===== src/rtl/cam_step_pkg.sv =====
// constants, register map and carriers for the cam step sequencer
// assumes a 32-bit classic wishbone slave port and a 40 MHz clock
package cam_step_pkg;

  // ==========================================================
  // geometry
  localparam int unsigned TRACKS    = 8;
  localparam int unsigned MAX_STEPS = 50;
  localparam int unsigned POS_W     = 6;
  localparam int unsigned ADR_W     = 10;

  localparam logic [POS_W-1:0] POS_ZERO  = 6'h00;
  localparam logic [POS_W-1:0] POS_ONE   = 6'h01;
  localparam logic [POS_W-1:0] STEPS_MIN = 6'h01;
  localparam logic [POS_W-1:0] STEPS_MAX = 6'h32;

  // ==========================================================
  // register byte addresses
  localparam logic [ADR_W-1:0] CTRL_ADR   = 10'h000;
  localparam logic [ADR_W-1:0] STATUS_ADR = 10'h004;
  localparam logic [ADR_W-1:0] FLAGS_ADR  = 10'h008;
  localparam logic [ADR_W-1:0] TABLE_ADR  = 10'h100;

  // ==========================================================
  // field positions
  localparam int unsigned CTRL_STEPS_LSB  = 0;
  localparam int unsigned CTRL_RETAIN_BIT = 8;
  localparam int unsigned STAT_POS_LSB    = 0;
  localparam int unsigned STAT_TRACK_LSB  = 8;
  localparam int unsigned STAT_HOLD_BIT   = 16;
  localparam int unsigned FLAG_WRAP_FWD   = 0;
  localparam int unsigned FLAG_WRAP_BWD   = 1;
  localparam int unsigned FLAG_RESTORE    = 2;

  // ==========================================================
  // reset values
  localparam logic [POS_W-1:0]  STEPS_RESET  = 6'h32;
  localparam logic              RETAIN_RESET = 1'b0;
  localparam logic [TRACKS-1:0] TRACK_RESET  = 8'h00;
  localparam logic [31:0]       WORD_ZERO    = 32'h0000_0000;

  // ==========================================================
  // carriers
  typedef struct packed {
    logic [POS_W-1:0] steps;
    logic             retain;
  } ctrl_s;

  typedef struct packed {
    logic advance;
    logic retreat;
    logic hold;
    logic restore;
  } step_in_s;

  typedef enum logic [1:0] {
    MOVE_NONE    = 2'b00,
    MOVE_ADVANCE = 2'b01,
    MOVE_RETREAT = 2'b10,
    MOVE_HOLD    = 2'b11
  } move_e;

endpackage


===== src/rtl/cam_step_sequencer.sv =====
// cam programmer: eight cam tracks driven by a stepping position counter
// assumes step pins are asynchronous to clk_i; registers over wishbone
//
// Operation
// [RULE_01] each advance rising edge moves the position one step forward
// [RULE_02] each retreat rising edge moves the position one step back
// [RULE_03] while reset input is active the position is held at zero
// [RULE_04] eight track outputs follow the table entry of current position
// [RULE_05] position output shows the current position, zero to forty-nine
// [RULE_06] step count is configurable from one to fifty
// [RULE_07] table holds on/off state of each track at each position
// [RULE_08] stepping past the last configured step restarts at zero
// [RULE_09] simultaneous advance and retreat edges act on advance only
// [RULE_10] an unconnected advance or retreat input counts as inactive
// [RULE_11] power restore keeps position if retention set, else zero
// [RULE_12] retreat at zero wraps to step count minus one
// [RULE_13] reset input wins over any simultaneous step edge
//
// Design decisions made here: the address map and the Wishbone interface to the registers.
`timescale 1ns/1ps
`default_nettype none

module cam_step_sequencer (
  input  wire logic                           clk_i,
  input  wire logic                           rst_i,
  // wishbone classic slave
  input  wire logic                           cyc_i,
  input  wire logic                           stb_i,
  input  wire logic                           we_i,
  input  wire logic [cam_step_pkg::ADR_W-1:0] adr_i,
  input  wire logic [3:0]                     sel_i,
  input  wire logic [31:0]                    dat_i,
  output logic      [31:0]                    dat_o,
  output logic                                ack_o,
  // step pins
  input  wire logic                           advance_i,
  input  wire logic                           retreat_i,
  input  wire logic                           advance_conn_i,
  input  wire logic                           retreat_conn_i,
  input  wire logic                           cam_reset_i,
  input  wire logic                           power_restore_i,
  // results
  output logic [cam_step_pkg::TRACKS-1:0]     track_out_o,
  output logic [cam_step_pkg::POS_W-1:0]      position_o
);
  import cam_step_pkg::*;

  // ==========================================================
  // helpers
  function automatic logic [POS_W-1:0] last_step(
    input logic [POS_W-1:0] steps
  );
    last_step = steps - POS_ONE;
  endfunction

  // exact match on one register word
  function automatic logic reg_hit(
    input logic [ADR_W-1:0] adr,
    input logic [ADR_W-1:0] base
  );
    reg_hit = (adr == base);
  endfunction

  // a table window hit; returns the entry index through idx
  function automatic logic table_hit(
    input  logic [ADR_W-1:0] adr,
    output logic [POS_W-1:0] idx
  );
    logic [ADR_W-1:0] off;
    off = adr - TABLE_ADR;
    idx = off[POS_W+1:2];
    table_hit = (adr >= TABLE_ADR) && (off[1:0] == 2'b00)
      && (off[ADR_W-1:POS_W+2] == '0) && (idx < STEPS_MAX);
  endfunction

  // clamp written step counts into the legal range
  function automatic logic [POS_W-1:0] clamp_steps(
    input logic [POS_W-1:0] v
  );
    if (v < STEPS_MIN) begin
      clamp_steps = STEPS_MIN;
    end else if (v > STEPS_MAX) begin
      clamp_steps = STEPS_MAX;
    end else begin
      clamp_steps = v;
    end
  endfunction

  // ==========================================================
  // pin synchronisers
  step_in_s sync_a;
  step_in_s sync_b;
  logic     adv_conn_a;
  logic     adv_conn_b;
  logic     ret_conn_a;
  logic     ret_conn_b;

  // step and level pins
  always_ff @(posedge clk_i) begin
    if (rst_i) begin
      sync_a <= '0;
      sync_b <= '0;
    end else begin
      sync_a <= '{advance_i, retreat_i, cam_reset_i,
                  power_restore_i};
      sync_b <= sync_a;
    end
  end

  // connection straps, a slow level like the pins
  always_ff @(posedge clk_i) begin
    if (rst_i) begin
      adv_conn_a <= 1'b0;
      adv_conn_b <= 1'b0;
      ret_conn_a <= 1'b0;
      ret_conn_b <= 1'b0;
    end else begin
      adv_conn_a <= advance_conn_i;
      adv_conn_b <= adv_conn_a;
      ret_conn_a <= retreat_conn_i;
      ret_conn_b <= ret_conn_a;
    end
  end

  // loose inputs read as low, so no edge can come from them
  logic adv_level;
  logic adv_level_q;
  logic ret_level;
  logic ret_level_q;
  logic restore_q;
  logic adv_edge;
  logic ret_edge;
  logic restore_edge;

  always_comb begin
    adv_level = sync_b.advance & adv_conn_b;  // RULE_10
    ret_level = sync_b.retreat & ret_conn_b;  // RULE_10
  end

  always_ff @(posedge clk_i) begin
    if (rst_i) begin
      adv_level_q <= 1'b0;
      ret_level_q <= 1'b0;
      restore_q   <= 1'b0;
    end else begin
      adv_level_q <= adv_level;
      ret_level_q <= ret_level;
      restore_q   <= sync_b.restore;
    end
  end

  always_comb begin
    adv_edge     = adv_level & ~adv_level_q;  // RULE_01
    ret_edge     = ret_level & ~ret_level_q;  // RULE_02
    restore_edge = sync_b.restore & ~restore_q;
  end

  // ==========================================================
  // configuration
  ctrl_s            ctrl;
  logic [TRACKS-1:0] cam_table [MAX_STEPS];
  logic             bus_req;
  logic             bus_wr;
  logic [POS_W-1:0] wr_idx;
  logic             wr_table;

  always_comb begin
    bus_req  = cyc_i & stb_i & ~ack_o;
    bus_wr   = bus_req & we_i;
    wr_table = table_hit(adr_i, wr_idx) & bus_wr & sel_i[0];
  end

  always_ff @(posedge clk_i) begin
    if (rst_i) begin
      ctrl.steps  <= STEPS_RESET;
      ctrl.retain <= RETAIN_RESET;
    end else if (bus_wr && reg_hit(adr_i, CTRL_ADR)) begin
      if (sel_i[0]) begin
        ctrl.steps <= clamp_steps(
          dat_i[CTRL_STEPS_LSB +: POS_W]);  // RULE_06
      end
      if (sel_i[1]) begin
        ctrl.retain <= dat_i[CTRL_RETAIN_BIT];
      end
    end
  end

  // table contents survive rst_i like a parameter memory
  always_ff @(posedge clk_i) begin
    if (wr_table) begin
      cam_table[wr_idx] <= dat_i[TRACKS-1:0];  // RULE_07
    end
  end

  // ==========================================================
  // position counter
  move_e            move;
  logic [POS_W-1:0] pos;
  logic [POS_W-1:0] next_pos;
  logic [POS_W-1:0] top;
  logic             wrap_fwd;
  logic             wrap_bwd;

  always_comb begin
    top = last_step(ctrl.steps);
    if (sync_b.hold) begin
      move = MOVE_HOLD;  // RULE_13
    end else if (adv_edge) begin
      move = MOVE_ADVANCE;  // RULE_09
    end else if (ret_edge) begin
      move = MOVE_RETREAT;
    end else begin
      move = MOVE_NONE;
    end
  end

  always_comb begin
    next_pos = pos;
    wrap_fwd = 1'b0;
    wrap_bwd = 1'b0;
    case (move)
      MOVE_HOLD: begin
        next_pos = POS_ZERO;  // RULE_03
      end
      MOVE_ADVANCE: begin
        // a shrunk step count may leave pos above top
        if (pos >= top) begin
          next_pos = POS_ZERO;  // RULE_08
          wrap_fwd = 1'b1;
        end else begin
          next_pos = pos + POS_ONE;  // RULE_01
        end
      end
      MOVE_RETREAT: begin
        if (pos == POS_ZERO) begin
          next_pos = top;  // RULE_12
          wrap_bwd = 1'b1;
        end else if (pos > top) begin
          next_pos = top;
        end else begin
          next_pos = pos - POS_ONE;  // RULE_02
        end
      end
      default: begin
        next_pos = pos;
      end
    endcase
  end

  always_ff @(posedge clk_i) begin
    if (rst_i) begin
      pos <= POS_ZERO;
    end else if (restore_edge && move != MOVE_HOLD) begin
      // a restore without retention restarts the cam
      pos <= ctrl.retain ? next_pos : POS_ZERO;  // RULE_11
    end else begin
      pos <= next_pos;
    end
  end

  // ==========================================================
  // outputs, one cycle behind the position
  always_ff @(posedge clk_i) begin
    if (rst_i) begin
      position_o <= POS_ZERO;
    end else begin
      position_o <= pos;  // RULE_05
    end
  end

  always_ff @(posedge clk_i) begin
    if (rst_i) begin
      track_out_o <= TRACK_RESET;
    end else begin
      track_out_o <= cam_table[pos];  // RULE_04
    end
  end

  // ==========================================================
  // sticky event flags, write one to clear, set wins
  localparam int unsigned FLAG_CNT = FLAG_RESTORE + 1;
  logic [FLAG_CNT-1:0] flags;
  logic [FLAG_CNT-1:0] flag_set;
  logic [FLAG_CNT-1:0] flag_clr;

  always_comb begin
    flag_set = '0;
    flag_set[FLAG_WRAP_FWD] = wrap_fwd;
    flag_set[FLAG_WRAP_BWD] = wrap_bwd;
    flag_set[FLAG_RESTORE]  = restore_edge;
    flag_clr = '0;
    if (bus_wr && reg_hit(adr_i, FLAGS_ADR) && sel_i[0]) begin
      flag_clr = dat_i[FLAG_CNT-1:0];
    end
  end

  always_ff @(posedge clk_i) begin
    if (rst_i) begin
      flags <= '0;
    end else begin
      flags <= (flags & ~flag_clr) | flag_set;
    end
  end

  // ==========================================================
  // bus read path and acknowledge
  logic [31:0]      next_dat;
  logic [POS_W-1:0] rd_idx;
  logic             rd_table;

  always_comb begin
    next_dat = WORD_ZERO;
    rd_table = table_hit(adr_i, rd_idx);
    if (reg_hit(adr_i, CTRL_ADR)) begin
      next_dat[CTRL_STEPS_LSB +: POS_W] = ctrl.steps;
      next_dat[CTRL_RETAIN_BIT]         = ctrl.retain;
    end else if (reg_hit(adr_i, STATUS_ADR)) begin
      next_dat[STAT_POS_LSB +: POS_W]    = pos;
      next_dat[STAT_TRACK_LSB +: TRACKS] = track_out_o;
      next_dat[STAT_HOLD_BIT]            = sync_b.hold;
    end else if (reg_hit(adr_i, FLAGS_ADR)) begin
      next_dat[FLAG_CNT-1:0] = flags;
    end else if (rd_table) begin
      next_dat[TRACKS-1:0] = cam_table[rd_idx];
    end
  end

  // unmapped addresses still ack and read as zero
  always_ff @(posedge clk_i) begin
    if (rst_i) begin
      ack_o <= 1'b0;
    end else begin
      ack_o <= bus_req;
    end
  end

  // read data stands only while ack does
  always_ff @(posedge clk_i) begin
    if (rst_i) begin
      dat_o <= WORD_ZERO;
    end else begin
      dat_o <= (bus_req && !we_i) ? next_dat : WORD_ZERO;
    end
  end

endmodule

`default_nettype wire


===== config.mk =====
export PLATFORM = sky130hd
export DESIGN_NAME = cam_step_sequencer
export DESIGN_NICKNAME = d
export VERILOG_FILES = /design/src/rtl/cam_step_pkg.sv /design/src/rtl/cam_step_sequencer.sv
export SDC_FILE = /design/constraint.sdc
export NUM_CORES = 1
export LEC_CHECK = 0
export BUFFER_PORTS_ARGS = -buffer_cell sky130_fd_sc_hd__buf_2
export CAP_MARGIN = 10
export CORE_MARGIN = 10
export CORE_UTILIZATION = 40
export DETAILED_ROUTE_END_ITERATION = 12
export RECOVER_POWER = 100
export SLEW_MARGIN = 20
export SYNTH_ARGS = -nofsm -noshare
export SYNTH_HDL_FRONTEND = slang
export SYNTH_SLANG_ARGS = --single-unit

===== constraint.sdc =====
create_clock -name clk_i -period 2.8 [get_ports clk_i]
set_clock_uncertainty 0.15 [all_clocks]
set_input_delay 0.14 -clock clk_i [delete_from_list [all_inputs] [get_ports clk_i]]
set_output_delay 0.14 -clock clk_i [all_outputs]
set_load 0.1 [all_outputs]

==> flow_metrics.tcl <==
set metrics [dict create \
    status "finished with violations" \
    violations "max-capacitance violations, max-slew violations, negative setup slack" \
    utilization 0.4835 \
    hold_viol_final 0 \
    p_int_mw 12.34 \
    area_growth_pct 19.40 \
    drt_first_iter_violations 1361 \
    hp-start "adr_i[1]" \
    coreArea_mm2 0.05403 \
    die_w_um 253.9 \
    port_buffers 63 \
    clock_latency_ns 0.59 \
    cts_root_buf "clkbuf_16" \
    grt_pass1_wl_um 96000 \
    critical_path_class "register to register" \
    pre_cts_ws_ns -0.08454 \
    crit_path_max_incr_delay_ns 0.40 \
    p_sw_frac 0.2255 \
    ys_ff_latch 463 \
    peakVddDrop_uv 431.4 \
    finalCriticalPeriod_ns 2.816 \
    clock_power_share 0.441 \
    grt_pass1_vias 14040 \
    row_count 85 \
    wl_per_cell_um 28.47 \
    cts_buffer_depth 3 \
    finalNonFillerCells 2307 \
    cts_tree "yes" \
    dr.pass1.iters 5 \
    final_nets 1638 \
    grt_util_all_layers 0.2037 \
    drcViolationCount 0 \
    critPathLaunchType "register" \
    wl_um 65680 \
    tightest_slew_ns 2.529 \
    setup_ws_ns -0.01603 \
    dp.cells 2175 \
    ios 104 \
    overflow 0 \
    synth_async_sr_flop_share 0 \
    powerDensity_mw_per_mm2 610.2 \
    vias 13964 \
    die-area_mm2 0.06445 \
    finalSetupViolCount 2 \
    crit_fanout 4 \
    cts_buffers 49 \
    period_share 1.006 \
    drt.antenna.violating_nets 0 \
    drv_slew 130 \
    crit_chain "or3_4, buf_6, xor2_2, ha_1, a211o_1, o211ai_1, a31oi_4, nor2_4, mux2_2, o22ai_1" \
    maxCapViolCount 3 \
    path_clk_slew_ns 0.06 \
    antenna_found_initial 5 \
    drive_gt1_frac 0.3031 \
    gp_congestion 0.9688 \
    power.switching_mw 3.593 \
    fin_hold_ws_ns 0.006597 \
    max_slew_margin -0.6859 \
    ys_seq_area_frac 0.6067 \
    crit_path_start "ctrl[1]$_SDFFE_PP0P_" \
    yosys.cell_types.count 66 \
    vias_per_cell 6.053 \
    syn_area_mm2 0.02188 \
    avgSynthCellArea_um2 16.61 \
    syn_inst 1317 \
    grt_start_max_net_pins 51 \
    synth_edf_count 400 \
    initial_core_util 0.4049 \
    synthFlopType "edfxtp_1" \
    fillerInstances 4623 \
    finalSetupTns_ns -0.01793 \
    critPathArrivalTime_ns 3.19 \
    slowest_stage "or3_4" \
    p_seq_frac 0.473 \
    timing.rr.start "ctrl[1]$_SDFFE_PP0P_" \
    die_y_um 253.9 \
    htreeDepth 2 \
    p_leak_nw 8.704 \
    dp_hpwl_um 45850 \
    cp.required_ns 3.17 \
    clock_sinks 463 \
    cp-end-kind "register" \
    yosys_warnings 0 \
    rsz0062_at_grt "true" \
    fmax_mhz 355.1 \
    comb_power_share 0.086 \
    hp-class "primary input to register" \
]
path summary, 6_finish.rpt:
| check | to | slack (ns) | cells past startpoint |
|---|---|---|---|
| min | dat_o[8]$_SDFF_PP0_ | 0.007 | 5 |
| max | pos[3]$_SDFF_PP0_ | -0.02 | 10 |
| min reg2reg | sync_b[3]$_SDFF_PP0_ | 0.28 | 1 |
| max reg2reg | pos[3]$_SDFF_PP0_ | -0.02 | 10 |
final cells by class:
cell class	count	area (um^2)	area share
inverters	11	41.29	0.001581
flip-flops and latches	463	13280	0.5086
clock buffers	63	1383	0.05293
diodes	1	2.502	0.00009580
well taps	696	870.8	0.03334
clock inverters	27	369.1	0.01413
repair buffers	288	2081	0.07966
multi-input cells	758	8090	0.3097
worst max-delay path: cells and delay by family (launching register included):
family                   cells  cell delay [ns]
adder cells (fa/ha/maj)      1             0.31
AND/OR/NAND/NOR              2             0.55
multiplexers                 1             0.34
XOR/XNOR                     1             0.14
buffers and inverters        1             0.13
AO/OA/AOI/OAI                4             0.78
flip-flops                   1             0.32
layer usage:
layer,vias up,GRT usage,share of wire
li1,5875,-,-
met1,7231,0.2700,0.41
met3,147,0.04944,0.095
met4,6,0.07252,0.037
met2,705,0.3222,0.46
met5,-,0,0.00061
through the flow:
stage / instance area (um^2) / power, mW
after floorplan: 21930 / 8.501
after global placement: 24080 / 8.994
after detailed placement: 24080 / 9.001
after CTS: 26180 / 16.02
after global routing: 26120 / 16.41
final: 26120 / 15.94
kinds of logic (layout without fill, tap and decap cells):
family / after synthesis / after routing / share of synthesized area
flip-flops: 463 / 463 / 0.6067
AND/OR/NAND/NOR: 280 / 280 / 0.06268
multiplexers: 278 / 278 / 0.2388
AO/OA/AOI/OAI: 168 / 168 / 0.05096
buffers and inverters: 110 / 389 / 0.03220
adder cells (fa/ha/maj): 10 / 10 / 0.005719
XOR/XNOR: 7 / 7 / 0.002802
other: 1 / 16 / 0.0001714
layout by cell type (no fill, tap or decap), types with 6 or more instances in the layout:
master | Yosys | layout
edfxtp_1 | 400 | 400
a211oi_1 | 11 | 11
nor3_1 | 13 | 12
clkbuf_2 | 0 | 49
buf_12 | 5 | 18
o22ai_1 | 10 | 9
mux4_1 | 20 | 20
o21ai_0 | 29 | 25
bufinv_16 | 0 | 9
nor2_1 | 89 | 87
dlygate4sd3_1 | 0 | 31
mux2_2 | 11 | 11
nand3_1 | 14 | 13
conb_1 | 1 | 15
dfxtp_1 | 63 | 58
mux2i_1 | 79 | 79
nand3b_1 | 6 | 6
clkinv_2 | 0 | 8
clkbuf_16 | 0 | 52
clkbuf_1 | 26 | 67
inv_1 | 10 | 10
nand2_1 | 68 | 68
a2111oi_0 | 6 | 6
nand4_1 | 6 | 6
ha_1 | 10 | 10
a21oi_1 | 41 | 39
and2_1 | 17 | 15
buf_4 | 28 | 102
buf_2 | 21 | 22
mux4_2 | 168 | 168
nand2b_1 | 7 | 7
a221o_1 | 6 | 6
nor2b_1 | 33 | 32
o211ai_1 | 7 | 7
o21ai_1 | 7 | 10
a22oi_1 | 15 | 14
cell usage after synthesis, types with 5 or more instances:
master     number  area share
buf_12          5      0.0046
nor2b_1        33      0.0094
nand3b_1        6      0.0021
mux4_1         20       0.024
nor3_1         13      0.0030
buf_2          21      0.0048
nor2_1         89       0.015
o211ai_1        7      0.0024
buf_4          28      0.0096
o22ai_1        10      0.0029
mux4_2        168        0.17
nor3b_1         5      0.0017
buf_6           9      0.0046
nand4_1         6      0.0017
a31oi_1         5      0.0014
mux2_2         11      0.0057
nand2_1        68       0.012
a221o_1         6      0.0027
nand3_1        14      0.0032
o21ai_0        29      0.0066
a211oi_1       11      0.0038
mux2i_1        79       0.036
and3_1          5      0.0014
a2111oi_0       6      0.0024
inv_1          10      0.0017
buf_1           9      0.0015
clkbuf_1       26      0.0045
edfxtp_1      400        0.55
and2_1         17      0.0049
a22oi_1        15      0.0051
nand2b_1        7      0.0020
ha_1           10      0.0057
a21oi_1        41      0.0094
dfxtp_1        63       0.058
o21ai_1         7      0.0016
state kept, by name, indices dropped and copies added (netlist names), 3 cells and up:
name         cells
cam_table      400
dat_o           17
track_out_o      8
ctrl             7
pos              6
position_o       6
sync_a           4
sync_b           4
flags            3
power groups by stage:
stage               registers, mW  logic [mW]  clock network, mW
floorplan                    7.73       0.772                  0
global placement             7.68        1.31                  0
detailed placement           7.68        1.32                  0
CTS                          7.53        1.35               7.14
global route                 7.53        1.44               7.43
finish                       7.53        1.38               7.03
timing repair:
item / in CTS / in global routing
hold buffers: 31 / 0
cloned: 0 / 1
setup endpoints to repair: 5 / 12
setup buffers: 1 / 8
gates resized for setup: 6 / 33
endpoints found under the hold margin: 103 / 0
pin swaps: 3 / 15
No activity file was read; power rests on OpenSTA's default activity.
